[config.mk]
export PLATFORM = sky130hd
export DESIGN_NAME = tap_detection_engine
export DESIGN_NICKNAME = d
export VERILOG_FILES = /design/src/tap_engine_pkg.sv /design/src/tap_detection_engine.sv
export SDC_FILE = /design/constraint.sdc
export NUM_CORES = 2
export LEC_CHECK = 0
export BUFFER_PORTS_ARGS = -buffer_cell sky130_fd_sc_hd__buf_2
export CORE_UTILIZATION = 61
export DETAILED_ROUTE_END_ITERATION = 7
export PLACE_DENSITY = 0.8
export SLEW_MARGIN = 20
export SYNTH_ARGS = -nofsm -noshare
export SYNTH_HDL_FRONTEND = slang
export SYNTH_SLANG_ARGS = --single-unit
[constraint.sdc]
create_clock -name ref_clk -period 13.72 [get_ports ref_clk]
set_clock_uncertainty 0.15 [all_clocks]
set_input_delay 2.744 -clock ref_clk [delete_from_list [all_inputs] [get_ports ref_clk]]
set_output_delay 2.744 -clock ref_clk [all_outputs]
set_load 0.005 [all_outputs]
[src/tap_engine_pkg.sv]
/*
  Constants for the tap detection engine: register offsets, field
  positions, command codes and parameter reset values.
  Assumes the register port of the host serial interface uses 8-bit
  addresses and 8-bit data.
*/
package tap_engine_pkg;

  // ----------------------------------------------------------------
  // Register offsets
  // ----------------------------------------------------------------
  localparam logic [7:0] ADDR_PARAM_BYTE_0 = 8'h0b;
  localparam logic [7:0] ADDR_PARAM_BYTE_1 = 8'h0c;
  localparam logic [7:0] ADDR_PARAM_BYTE_2 = 8'h0d;
  localparam logic [7:0] ADDR_PARAM_BYTE_3 = 8'h0e;
  localparam logic [7:0] ADDR_PARAM_BYTE_4 = 8'h0f;
  localparam logic [7:0] ADDR_PARAM_BYTE_5 = 8'h10;
  localparam logic [7:0] ADDR_PARAM_BYTE_6 = 8'h11;
  localparam logic [7:0] ADDR_PARAM_SET_SELECT = 8'h12;
  localparam logic [7:0] ADDR_ACCEL_CONFIG = 8'h03;
  localparam logic [7:0] ADDR_SENSOR_ENABLE = 8'h08;
  localparam logic [7:0] ADDR_ENGINE_CONTROL = 8'h09;
  localparam logic [7:0] ADDR_COMMAND = 8'h0a;
  localparam logic [7:0] ADDR_INTERRUPT_STATUS = 8'h2d;
  localparam logic [7:0] ADDR_EVENT_STATUS = 8'h2f;
  localparam logic [7:0] ADDR_TAP_RESULT = 8'h59;

  // ----------------------------------------------------------------
  // Fields, codes and reset values
  // ----------------------------------------------------------------
  localparam int BIT_TAP_ENABLE = 0;
  localparam int BIT_ROUTE_LINE_A = 6;
  localparam int BIT_ACCEL_ON = 0;
  localparam int BIT_TAP_EVENT = 1;
  localparam int LSB_RATE = 0;
  localparam int MSB_RATE = 3;
  localparam int LSB_COUNT = 0;
  localparam int LSB_AXIS = 4;
  localparam int BIT_SIGN = 7;
  localparam logic [7:0] CMD_CONFIGURE_TAP = 8'h0c;
  localparam logic [7:0] SET_FIRST = 8'h01;
  localparam logic [7:0] SET_SECOND = 8'h02;
  localparam logic [1:0] COUNT_SINGLE = 2'h1;
  localparam logic [1:0] COUNT_DOUBLE = 2'h2;
  localparam logic [1:0] AXIS_X = 2'h1;
  localparam logic [1:0] AXIS_Y = 2'h2;
  localparam logic [1:0] AXIS_Z = 2'h3;
  localparam int WEIGHT_FRAC = 7;
  localparam int THRESH_FRAC = 10;
  localparam logic [7:0] REG_RESET = 8'h00;
  localparam logic [15:0] WORD_RESET = 16'h0000;

endpackage

[src/tap_detection_engine.sv]
/*
  Tap detection engine: parameter staging, engine control, single and
  double tap detection on accelerometer samples, result and status
  registers, and routing of the tap event to two interrupt lines.
  Assumes samples arrive from logic on ref_clk, one sample_valid pulse
  per sample in g with 10 fractional bits, and a register port already
  decoded by the host serial interface.
*/
// Operation
// - Double tap timeout is a 16-bit sample count from first peak.
// - Acceleration average weight is unsigned 8 bits, 7 fraction bits.
// - Movement magnitude weight is unsigned 8 bits, 7 fraction bits.
// - Peak threshold is unsigned 16 bits, 10 fraction bits, g squared.
// - Quiet threshold is unsigned 16 bits, 10 fraction bits, linear g.
// - Axis tie order codes 0 to 5 map orders; 6 and 7 act as 0.
// - Set select 0x01 loads peak limit, tie order, quiet time, timeout.
// - Set select 0x02 loads both weights and both thresholds.
// - Only low three bits of the tie order byte are used.
// - Command 0x0C transfers the staged set into the engine.
// - Detection runs when control bit 0 and accelerometer are on and the rate code is nonzero.
// - Detection stops when control bit 0 or accelerometer is off.
// - Control bit 6 routes event to line A when one, else B.
// - Tap interrupt appears one cycle after the sample ready strobe.
// - A reported tap sets bit 1 of the event status register.
// - Tap result register updates when a tap event is detected.
// - Tap count reads 1 for single and 2 for double tap.
// - Axis of first valid peak coded 1 X, 2 Y, 3 Z, ties by order.
// - Tap sign comes from linear acceleration sign at first peak.
// - Linear acceleration is sample minus average; square sum starts peak.
// - Peak valid only if movement average is quiet at peak end.
// - Second tap inside post-tap quiet time restarts without event.
// - No second tap before timeout reports single; later tap restarts.
`timescale 1ns/10ps
`default_nettype none

module tap_detection_engine
  import tap_engine_pkg::*;
#(
  parameter int W = 16
) (
  // Clock and reset
  input  wire logic                ref_clk,
  input  wire logic                resetn,
  // Register port
  input  wire logic                reg_wr,
  input  wire logic                reg_rd,
  input  wire logic [7:0]          reg_addr,
  input  wire logic [7:0]          reg_wdata,
  output logic      [7:0]          reg_rdata,
  // Accelerometer samples
  input  wire logic                sample_valid,
  input  wire logic signed [W-1:0] accel_x,
  input  wire logic signed [W-1:0] accel_y,
  input  wire logic signed [W-1:0] accel_z,
  input  wire logic                sample_ready,
  // Interrupt lines
  output logic                     interrupt_line_a,
  output logic                     interrupt_line_b
);

  // ----------------------------------------------------------------
  // Types and helpers
  // ----------------------------------------------------------------
  typedef enum logic [2:0] {
    ST_IDLE, ST_PEAK1, ST_QUIET, ST_WAIT2, ST_PEAK2
  } state_type;

  localparam int LW = W + 1;
  localparam int SW = 2 * LW + 2;

  // Running average step; weight has 7 fraction bits
  function automatic logic signed [LW:0] ewma(
    input logic signed [LW:0] avg,
    input logic signed [LW:0] smp,
    input logic        [7:0]  wgt
  );
    logic signed [LW+10:0] prod;
    prod = (smp - avg) * $signed({1'b0, wgt});
    ewma = avg + (LW+1)'(prod >>> WEIGHT_FRAC);
  endfunction

  function automatic logic [LW-1:0] mag(input logic signed [LW-1:0] v);
    mag = v[LW-1] ? LW'(-v) : v;
  endfunction

  // Pick the largest axis; ties go to the first in the order code
  function automatic logic [1:0] pick_axis(
    input logic [LW-1:0] ax,
    input logic [LW-1:0] ay,
    input logic [LW-1:0] az,
    input logic [2:0]    ord
  );
    logic [LW-1:0] top;
    logic [5:0]    seq;
    logic [1:0]    cand;
    top = (ax >= ay) ? ax : ay;
    top = (top >= az) ? top : az;
    case (ord)
      3'h1:    seq = {AXIS_X, AXIS_Z, AXIS_Y};
      3'h2:    seq = {AXIS_Y, AXIS_X, AXIS_Z};
      3'h3:    seq = {AXIS_Y, AXIS_Z, AXIS_X};
      3'h4:    seq = {AXIS_Z, AXIS_X, AXIS_Y};
      3'h5:    seq = {AXIS_Z, AXIS_Y, AXIS_X};
      default: seq = {AXIS_X, AXIS_Y, AXIS_Z};
    endcase
    pick_axis = AXIS_X;
    for (int i = 2; i >= 0; i--) begin
      cand = seq[2*i +: 2];
      if ((cand == AXIS_X && ax == top) || (cand == AXIS_Y && ay == top) ||
          (cand == AXIS_Z && az == top)) begin
        pick_axis = cand;
        break;
      end
    end
  endfunction

  // ----------------------------------------------------------------
  // Register file
  // ----------------------------------------------------------------
  logic [7:0]  stage_q [7];
  logic [7:0]  set_select_q;
  logic [7:0]  accel_config_q;
  logic [7:0]  sensor_enable_q;
  logic [7:0]  engine_control_q;
  logic [7:0]  peak_limit_q;
  logic [2:0]  tie_order_q;
  logic [15:0] quiet_time_q;
  logic [15:0] dtap_timeout_q;
  logic [7:0]  alpha_q;
  logic [7:0]  gamma_q;
  logic [15:0] peak_thr_q;
  logic [15:0] quiet_thr_q;
  logic [7:0]  tap_result_q;
  logic        event_flag_q;
  logic        int_flag_q;
  logic        pending_q;

  wire         report;
  wire  [7:0]  result_new;
  wire         cmd_load = reg_wr && reg_addr == ADDR_COMMAND &&
                          reg_wdata == CMD_CONFIGURE_TAP;
  wire         stage_hit = reg_addr >= ADDR_PARAM_BYTE_0 &&
                           reg_addr <= ADDR_PARAM_BYTE_6;
  wire  [2:0]  stage_idx = 3'(reg_addr - ADDR_PARAM_BYTE_0);
  wire         rd_event = reg_rd && reg_addr == ADDR_EVENT_STATUS;
  wire         rd_int = reg_rd && reg_addr == ADDR_INTERRUPT_STATUS;

  always_ff @(posedge ref_clk or negedge resetn) begin
    if (!resetn) begin
      for (int i = 0; i < 7; i++) stage_q[i] <= REG_RESET;
      set_select_q     <= REG_RESET;
      accel_config_q   <= REG_RESET;
      sensor_enable_q  <= REG_RESET;
      engine_control_q <= REG_RESET;
    end else if (reg_wr) begin
      if (stage_hit) stage_q[stage_idx] <= reg_wdata;
      case (reg_addr)
        ADDR_PARAM_SET_SELECT: set_select_q     <= reg_wdata;
        ADDR_ACCEL_CONFIG:     accel_config_q   <= reg_wdata;
        ADDR_SENSOR_ENABLE:    sensor_enable_q  <= reg_wdata;
        ADDR_ENGINE_CONTROL:   engine_control_q <= reg_wdata;
        default: ;
      endcase
    end
  end

  always_ff @(posedge ref_clk or negedge resetn) begin
    if (!resetn) begin
      peak_limit_q   <= REG_RESET;
      tie_order_q    <= 3'h0;
      quiet_time_q   <= WORD_RESET;
      dtap_timeout_q <= WORD_RESET;
      alpha_q        <= REG_RESET;
      gamma_q        <= REG_RESET;
      peak_thr_q     <= WORD_RESET;
      quiet_thr_q    <= WORD_RESET;
    end else if (cmd_load && set_select_q == SET_FIRST) begin
      peak_limit_q   <= stage_q[0];
      tie_order_q    <= stage_q[1][2:0];
      quiet_time_q   <= {stage_q[3], stage_q[2]};
      dtap_timeout_q <= {stage_q[5], stage_q[4]};
    end else if (cmd_load && set_select_q == SET_SECOND) begin
      alpha_q     <= stage_q[0];
      gamma_q     <= stage_q[1];
      peak_thr_q  <= {stage_q[3], stage_q[2]};
      quiet_thr_q <= {stage_q[5], stage_q[4]};
    end
  end

  always_ff @(posedge ref_clk or negedge resetn) begin
    if (!resetn) begin
      event_flag_q <= 1'b0;
      int_flag_q   <= 1'b0;
      tap_result_q <= REG_RESET;
    end else begin
      event_flag_q <= report | (event_flag_q & ~rd_event);
      int_flag_q   <= report | (int_flag_q & ~rd_int);
      if (report) tap_result_q <= result_new;
    end
  end

  always_ff @(posedge ref_clk or negedge resetn) begin
    if (!resetn) begin
      reg_rdata <= REG_RESET;
    end else if (reg_rd) begin
      case (reg_addr)
        ADDR_PARAM_SET_SELECT: reg_rdata <= set_select_q;
        ADDR_ACCEL_CONFIG:     reg_rdata <= accel_config_q;
        ADDR_SENSOR_ENABLE:    reg_rdata <= sensor_enable_q;
        ADDR_ENGINE_CONTROL:   reg_rdata <= engine_control_q;
        ADDR_TAP_RESULT:       reg_rdata <= tap_result_q;
        ADDR_EVENT_STATUS:     reg_rdata <= 8'(event_flag_q) << BIT_TAP_EVENT;
        ADDR_INTERRUPT_STATUS: reg_rdata <= 8'(int_flag_q) << BIT_TAP_EVENT;
        default: reg_rdata <= stage_hit ? stage_q[stage_idx] : REG_RESET;
      endcase
    end
  end

  // ----------------------------------------------------------------
  // Signal path
  // ----------------------------------------------------------------
  // start condition
  wire run = engine_control_q[BIT_TAP_ENABLE] &&
             sensor_enable_q[BIT_ACCEL_ON] &&
             accel_config_q[MSB_RATE:LSB_RATE] != 4'h0;
  wire step = run && sample_valid;

  logic signed [LW:0]   avg_q [3];
  logic signed [LW:0]   move_q;
  logic signed [LW-1:0] lin [3];
  logic        [LW-1:0] lmag [3];
  logic signed [W-1:0]  smp [3];
  logic        [SW-1:0] sq_sum;

  assign smp[0] = accel_x;
  assign smp[1] = accel_y;
  assign smp[2] = accel_z;

  always_comb begin
    sq_sum = '0;
    for (int i = 0; i < 3; i++) begin
      lin[i]  = LW'(smp[i]) - LW'(avg_q[i]);
      lmag[i] = mag(lin[i]);
      sq_sum  = sq_sum + SW'(lmag[i]) * SW'(lmag[i]);
    end
  end

  wire [LW-1:0] move_in = (lmag[0] >= lmag[1]) ?
                          ((lmag[0] >= lmag[2]) ? lmag[0] : lmag[2]) :
                          ((lmag[1] >= lmag[2]) ? lmag[1] : lmag[2]);
  // g squared threshold, 10 fraction bits
  wire over_peak = (sq_sum >> THRESH_FRAC) > SW'(peak_thr_q);
  wire quiet = move_q < (LW+1)'(quiet_thr_q);
  wire [1:0] axis_now = pick_axis(lmag[0], lmag[1], lmag[2], tie_order_q);

  always_ff @(posedge ref_clk or negedge resetn) begin
    if (!resetn) begin
      for (int i = 0; i < 3; i++) avg_q[i] <= '0;
      move_q <= '0;
    end else if (step) begin
      for (int i = 0; i < 3; i++)
        avg_q[i] <= ewma(avg_q[i], (LW+1)'(smp[i]), alpha_q);
      move_q <= ewma(move_q, (LW+1)'(move_in), gamma_q);
    end
  end

  // ----------------------------------------------------------------
  // Tap sequence
  // ----------------------------------------------------------------
  state_type   state_q;
  logic [7:0]  peak_cnt_q;
  logic [15:0] quiet_cnt_q;
  logic [15:0] dtap_cnt_q;
  logic [1:0]  axis_q;
  logic        sign_q;
  logic        report_q;
  logic [1:0]  count_q;

  wire peak_end = peak_cnt_q >= peak_limit_q;
  // timeout in samples from first peak
  wire dtap_over = dtap_cnt_q >= dtap_timeout_q;

  always_ff @(posedge ref_clk or negedge resetn) begin
    if (!resetn) begin
      state_q <= ST_IDLE;
      peak_cnt_q <= REG_RESET;
      quiet_cnt_q <= WORD_RESET;
      dtap_cnt_q <= WORD_RESET;
      axis_q <= AXIS_X;
      sign_q <= 1'b0;
      report_q <= 1'b0;
      count_q <= COUNT_SINGLE;
    end else if (!run) begin
      state_q <= ST_IDLE;
      report_q <= 1'b0;
    end else begin
      report_q <= 1'b0;
      if (step) begin
        peak_cnt_q <= peak_cnt_q + 8'h01;
        quiet_cnt_q <= quiet_cnt_q + 16'h0001;
        if (dtap_cnt_q != 16'hffff) dtap_cnt_q <= dtap_cnt_q + 16'h0001;
        case (state_q)
          ST_IDLE: begin
            if (over_peak) begin
              state_q <= ST_PEAK1;
              peak_cnt_q <= REG_RESET;
              dtap_cnt_q <= WORD_RESET;
              axis_q <= axis_now;
              sign_q <= lin[axis_now - 2'h1][LW-1];
            end
          end
          ST_PEAK1: begin
            if (peak_end) begin
              state_q <= quiet ? ST_QUIET : ST_IDLE;
              quiet_cnt_q <= WORD_RESET;
            end
          end
          ST_QUIET: begin
            if (over_peak || !quiet) begin
              state_q <= ST_IDLE;
            end else if (quiet_cnt_q >= quiet_time_q) begin
              state_q <= ST_WAIT2;
            end
          end
          ST_WAIT2: begin
            if (dtap_over) begin
              state_q <= ST_IDLE;
              report_q <= 1'b1;
              count_q <= COUNT_SINGLE;
            end else if (over_peak) begin
              state_q <= ST_PEAK2;
              peak_cnt_q <= REG_RESET;
            end
          end
          ST_PEAK2: begin
            if (peak_end) begin
              state_q <= ST_IDLE;
              report_q <= 1'b1;
              count_q <= quiet ? COUNT_DOUBLE : COUNT_SINGLE;
            end
          end
          default: state_q <= ST_IDLE;
        endcase
      end
    end
  end

  assign report = report_q;
  assign result_new = (8'(count_q) << LSB_COUNT) |
                      (8'(axis_q) << LSB_AXIS) |
                      (8'(sign_q) << BIT_SIGN);

  // ----------------------------------------------------------------
  // Interrupt routing
  // ----------------------------------------------------------------
  // Event waits for the next sample strobe so the host sees it with data
  always_ff @(posedge ref_clk or negedge resetn) begin
    if (!resetn) begin
      pending_q <= 1'b0;
      interrupt_line_a <= 1'b0;
      interrupt_line_b <= 1'b0;
    end else begin
      pending_q <= report | (pending_q & ~sample_ready);
      interrupt_line_a <= sample_ready & pending_q &
                          engine_control_q[BIT_ROUTE_LINE_A];
      interrupt_line_b <= sample_ready & pending_q &
                          ~engine_control_q[BIT_ROUTE_LINE_A];
    end
  end

endmodule

`default_nettype wire

# ---- Yosys cells after proc, flatten, opt, wreduce, memory -nomap -nowiden
# Cells that the tools add are included.
dict set report op_classes {
  muxes 56
  div 0
  add_sub_neg 21
  multipliers 7
  bitwise 18
  n_shift 0
  eq_ne 41
  magnitude_cmp 14
  n_reduce_logical 41
}
# cell n
set ops {}
lappend ops {{two-way mux 17 bit} 10}
lappend ops {{multiplier 17 x 17 -> 34 bit} 3}
lappend ops {{multiplier 19 x 9 -> 25 bit} 4}
lappend ops {{two-way mux 16 bit} 5}
lappend ops {{adder 18 bit} 4}
lappend ops {{greater-or-equal comparator 17 bit} 4}
lappend ops {{subtractor 16 x 18 -> 19 bit} 3}
lappend ops {{bitwise mux 56 bit} 1}
lappend ops {{case mux 8 bit (7 select lines)} 1}
lappend ops {{== test 17 bit} 3}
lappend ops {{negation 17 bit} 3}
lappend ops {{subtractor 16 x 17 -> 17 bit} 3}
lappend ops {{two-way mux 8 bit} 6}
lappend ops {{adder 35 x 34 -> 36 bit} 1}
lappend ops {{adder 34 x 34 -> 35 bit} 1}
lappend ops {{binary-select mux 17 bit (select 2 bit)} 1}
lappend ops {{adder 16 x 1 -> 16 bit (second input constant)} 2}
lappend ops {{== test 8 x 4 -> 1 bit (second input constant)} 4}
lappend ops {{greater-or-equal comparator 16 bit} 2}
lappend ops {{case mux 6 bit (5 select lines)} 1}
lappend ops {{two-way mux 3 bit} 9}
lappend ops {{greater-than comparator 26 x 16 -> 1 bit} 1}
lappend ops {{binary-select mux 8 bit (select 3 bit)} 1}
lappend ops {{demux 8 bit (select 3 bit)} 1}
lappend ops {{49 further kinds} 124}
dict set report totals {
  mem_bits_ro 0
  ramBits 0
  mem_count 0
  register_bits 321
  out_inout_bits 10
  latchBits 0
  inputBits 70
}

# ---- Depth between registers and ports, before layout
dict set report depth {
  ltp_word 21
  ltp_mapped 74
  ltp_nobuf 71
}

# ---- Least setup slack after synthesis
# No wires, ideal clock.
dict set report synth_timing {
  path_type {in2reg}
  start {input port accel_x[0]}
  end {register move_q[17]}
  t_arrival_ns 16.976
  n_path_buf 5
  setup_slack_ns -3.500
  stages 63
  setup_time_ns 0.094
  required_time_ns 13.476
  path_cell_list {inv_1 -> ha_1 -> inv_1 -> fa_1 -> a211oi_2 -> o21bai_1 -> a211o_1 -> a2111oi_4 -> or4b_4 -> o31a_1 -> xnor2_2 -> inv_1 -> clkbuf_1 -> ha_1 -> a21oi_1 -> nand2_1 -> a211oi_1 -> a21oi_1 -> [27 not listed] -> o21a_1 -> o21a_1 -> o41ai_1 -> nor2b_1 -> o21a_1 -> nor2_1 -> xnor2_1 -> ha_1 -> o21a_1 -> a2111oi_0 -> o311ai_0 -> and2_1 -> o21ai_0 -> nor2b_1 -> xnor2_1 -> xnor2_1 -> o21ai_0 -> a211oi_1}
}
dict set report synth_between {
  elab_chain_len 9
}
# element line_no
set synth_lines {}
lappend synth_lines {{start, declared} tap_detection_engine.sv:52} ;# input wire logic signed [W-1:0] accel_x,
lappend synth_lines {{subtractor 16 x 17 -> 17 bit (*)} tap_detection_engine.sv:242} ;# lin[i] = LW'(smp[i]) - LW'(avg_q[i]);
lappend synth_lines {{negation 17 bit} tap_detection_engine.sv:83} ;# mag = v[LW-1] ? LW'(-v) : v;
lappend synth_lines {{two-way mux 17 bit (*)} tap_detection_engine.sv:83}
lappend synth_lines {{greater-or-equal comparator 17 bit} tap_detection_engine.sv:249} ;# ((lmag[0] >= lmag[2]) ? lmag[0] : lmag[2]) :
lappend synth_lines {{two-way mux 17 bit} tap_detection_engine.sv:249}
lappend synth_lines {{two-way mux 17 bit (*)} tap_detection_engine.sv:248} ;# wire [LW-1:0] move_in = (lmag[0] >= lmag[1]) ?
lappend synth_lines {{subtractor 18 x 18 -> 19 bit (*)} tap_detection_engine.sv:78} ;# prod = (smp - avg) * $signed({1'b0, wgt});
lappend synth_lines {{multiplier 19 x 9 -> 25 bit (*)} tap_detection_engine.sv:78}
lappend synth_lines {{adder 18 bit (*)} tap_detection_engine.sv:79} ;# ewma = avg + (LW+1)'(prod >>> WEIGHT_FRAC);
lappend synth_lines {{end signal, assigned} tap_detection_engine.sv:263} ;# move_q <= ewma(move_q, (LW+1)'(move_in), gamma_q);
lappend synth_lines {{end, declared} tap_detection_engine.sv:229} ;# logic signed [LW:0] move_q;
# Every way passes the cells marked *; elsewhere a longest branch is shown, timed or not.
# A chain may end at the register's enable or synchronous reset.

# ---- Worst setup path after layout
# Ends and elaborated chain as after synthesis.

==> flow_summary.toml <==
[synth]
ys_seq_area_share_pct = 11.5
synthAdderAreaFrac_pct = 46.9
async_reset_ff_share_pct = 100
syn_inst = 7849
synth-compound-area-share_pct = 9.72
synth_cell_types = 93
synth_seq_cells = 318
synth-simple-area-share_pct = 14.0
avgSynthCellArea_sq_um = 8.81
synth_mux_area_share_pct = 2.19
synth_top_family_by_area = "adder cells"
synth_edf_count = 0
synth_area_sq_um = 69100
synth_xor_area_share_pct = 4.17
yosys_warnings = 0
ys.flop_type = "dfrtp_1"

[cts]
cts_tree = "done"
clock-root-buffer = "clkbuf_16"
cts_buffers = 37
cts_hold_buf = 0
insertion_delay_ns = 0.62
cts.sinks = 318
htree_levels = 2
cts_max_path_buffers = 3
clk_pin_slew_ns = 0.06

[die]
rows = 123
coreArea_sq_um = 112000
pin_count = 80
die_h_microns = 339
die_width_microns = 339
die_area_sq_um = 115000
initial_core_util_pct = 61.5

[setup_path]
arrival_ns = 15.78
cp-start-kind = "input pin"
setup.worst_path.class = "input pin to register"
crit_family = "compound AO/OA/AOI/OAI gates"
path_max_fanout = 4
critPathRequiredTime_ns = 14.08
max_stage_delay_ns = 0.55
end_kind = "register"
path_buf_inv = 13
slowest_stage = "fa_1"
critical_path.most_common_cell = "buf_4"

[grt]
grt_max_degree = 173
grt_util_all_layers_pct = 37.2
grt_pass1_vias = 64000
overflow = 0
antenna_found_initial = 6
grt_pass1_wl_mm = 337

[sta]
setup_viol = 43
fin_crit_sh_pct = 112
setup_tns_ns = -51.96
rsz0062_at_grt = "yes"
fmax_ghz = 0.0648
worst_pin_slew_ns = 1.05
holdWs_ns = 0.321
setup_ws_ns = -1.70
finalCriticalPeriod_ns = 15.42
hold_viol_final = 0
finalMaxSlewViolations = 0
slew_headroom_pct = 30.2

[outcome]
violations = "setup timing"
status = "finished, violations left"

[min_path]
hold_path.class = "register to register"

[layout]
regArea_sq_um = 7960
multiInputGateArea_sq_um = 55000
fill_cells = 7797
final_nets = 10700
drive_above_1_share_pct = 18.2
fin_util_pct = 72.0
area_growth_pct = 17.2

[placement]
hpwl_mm = 164
gp_congestion = 1.02
port_buffers = 79

[drt]
drtPass1Iterations = 8
viasPerCell = 5.82
finalWirelength_mm = 213
antenna_left = 0
vias = 59500
first_iter_violations = 5690
wire_per_inst_microns = 20.8
drc = 0

[run]
maxCapViolCount = 0
## worst paths after layout
path                                      from  depth (start not counted)  slack [ns]          endpoint
min reg2reg                engine_control_q[6]                          1        0.32  interrupt_line_b
max in group asynchronous               resetn                          2        9.95        gamma_q[5]
min in group asynchronous               resetn                          1        2.01         avg_q[14]
min                        engine_control_q[6]                          1        0.32  interrupt_line_b
max                                 accel_x[0]                         68       -1.70        move_q[17]
max reg2reg                          avg_q[36]                         66        0.14        move_q[17]
## Yosys cell counts, types with 25 or more instances
master	n	area (sq um)
nor3_1	109	546
nand2_1	710	2670
a21o_1	74	556
a221oi_1	34	298
o21bai_1	55	413
clkbuf_1	270	1010
inv_1	1785	6700
a21oi_1	223	1120
nand4_1	37	231
and2_1	303	1900
dfrtp_1	316	7910
nand3_1	72	360
buf_1	25	93.8
o21a_1	58	435
o22ai_1	38	238
or3_1	40	250
nand2b_1	51	319
a211oi_1	34	255
nor2b_1	81	507
ha_1	759	9500
xnor2_1	225	1970
nor2_1	487	1830
xor2_1	91	797
mux2_2	115	1290
o21ai_0	263	1320
fa_1	1146	22900
and3_1	57	357
## kinds of logic after synthesis
logic type	after synthesis
multiplexers	137
buffers and inverters	2104
XOR/XNOR	323
other	2
flip-flops	318
adder cells (fa/ha/maj)	1906
AO/OA/AOI/OAI	1017
AND/OR/NAND/NOR	2042
## sequential cells by signal (all words and copies together), names as in the netlist, 16 cells and up
name            flops
avg_q              54
dtap_cnt_q         16
dtap_timeout_q     16
move_q             18
peak_thr_q         16
quiet_cnt_q        16
quiet_thr_q        16
quiet_time_q       16
stage_q            56
## what timing repair did
action / in CTS / in global routing
buffers inserted: 70 / 28
pin swaps: 206 / 132
setup endpoints to repair: 44 / 46
gates resized for setup: 221 / 116
gates cloned: 1 / 0
## layout make-up
type                    count  share of cell area [%]
diodes                      2                 0.00618
clock buffers              52                    1.30
clock inverters            15                   0.202
inverters                1800                    8.37
multi-input cells        5461                    67.9
flip-flops and latches    318                    9.83
well taps                1500                    2.32
repair buffers           1071                    10.1
## metal layers
layer | wire length, microns | track usage, % | share of wire [%]
met1 | 77000 | 45.7 | 36
met2 | 99400 | 61.1 | 47
met4 | 16000 | 22.0 | 7.5
met5 | 9 | 0 | 0.0042
met3 | 20300 | 7.36 | 9.5
## cell usage in the layout, fill, tap and decap left out, drive strengths merged, types with 37 or more instances in the layout
| cell type | instances |
|---|---|
| inv | 1794 |
| fa | 1146 |
| buf | 1071 |
| ha | 759 |
| nand2 | 710 |
| nor2 | 487 |
| dfrtp | 316 |
| and2 | 303 |
| o21ai | 268 |
| xnor2 | 228 |
| a21oi | 223 |
| mux2 | 115 |
| nor3 | 109 |
| xor2 | 95 |
| nor2b | 81 |
| a21o | 74 |
| nand3 | 72 |
| o21a | 58 |
| and3 | 57 |
| o21bai | 55 |
| clkbuf | 52 |
| nand2b | 51 |
| or3 | 40 |
| o22ai | 38 |
| nand4 | 37 |
## stage by stage
step | setup WS (ns) | cell area (sq um) | std cells
final | -1.70 | 81000 | 10200
after CTS | -1.61 | 80300 | 10200
after detailed placement | -2.63 | 77700 | 10100
after global placement | -2.45 | 77700 | 10100
after global routing | -2.17 | 81000 | 10200
after floorplan | -1.66 | 69700 | 7883
Power is left out: the tool's default activity adds up to more than one toggle a clock period on the data nets, which glitch-free logic cannot reach.
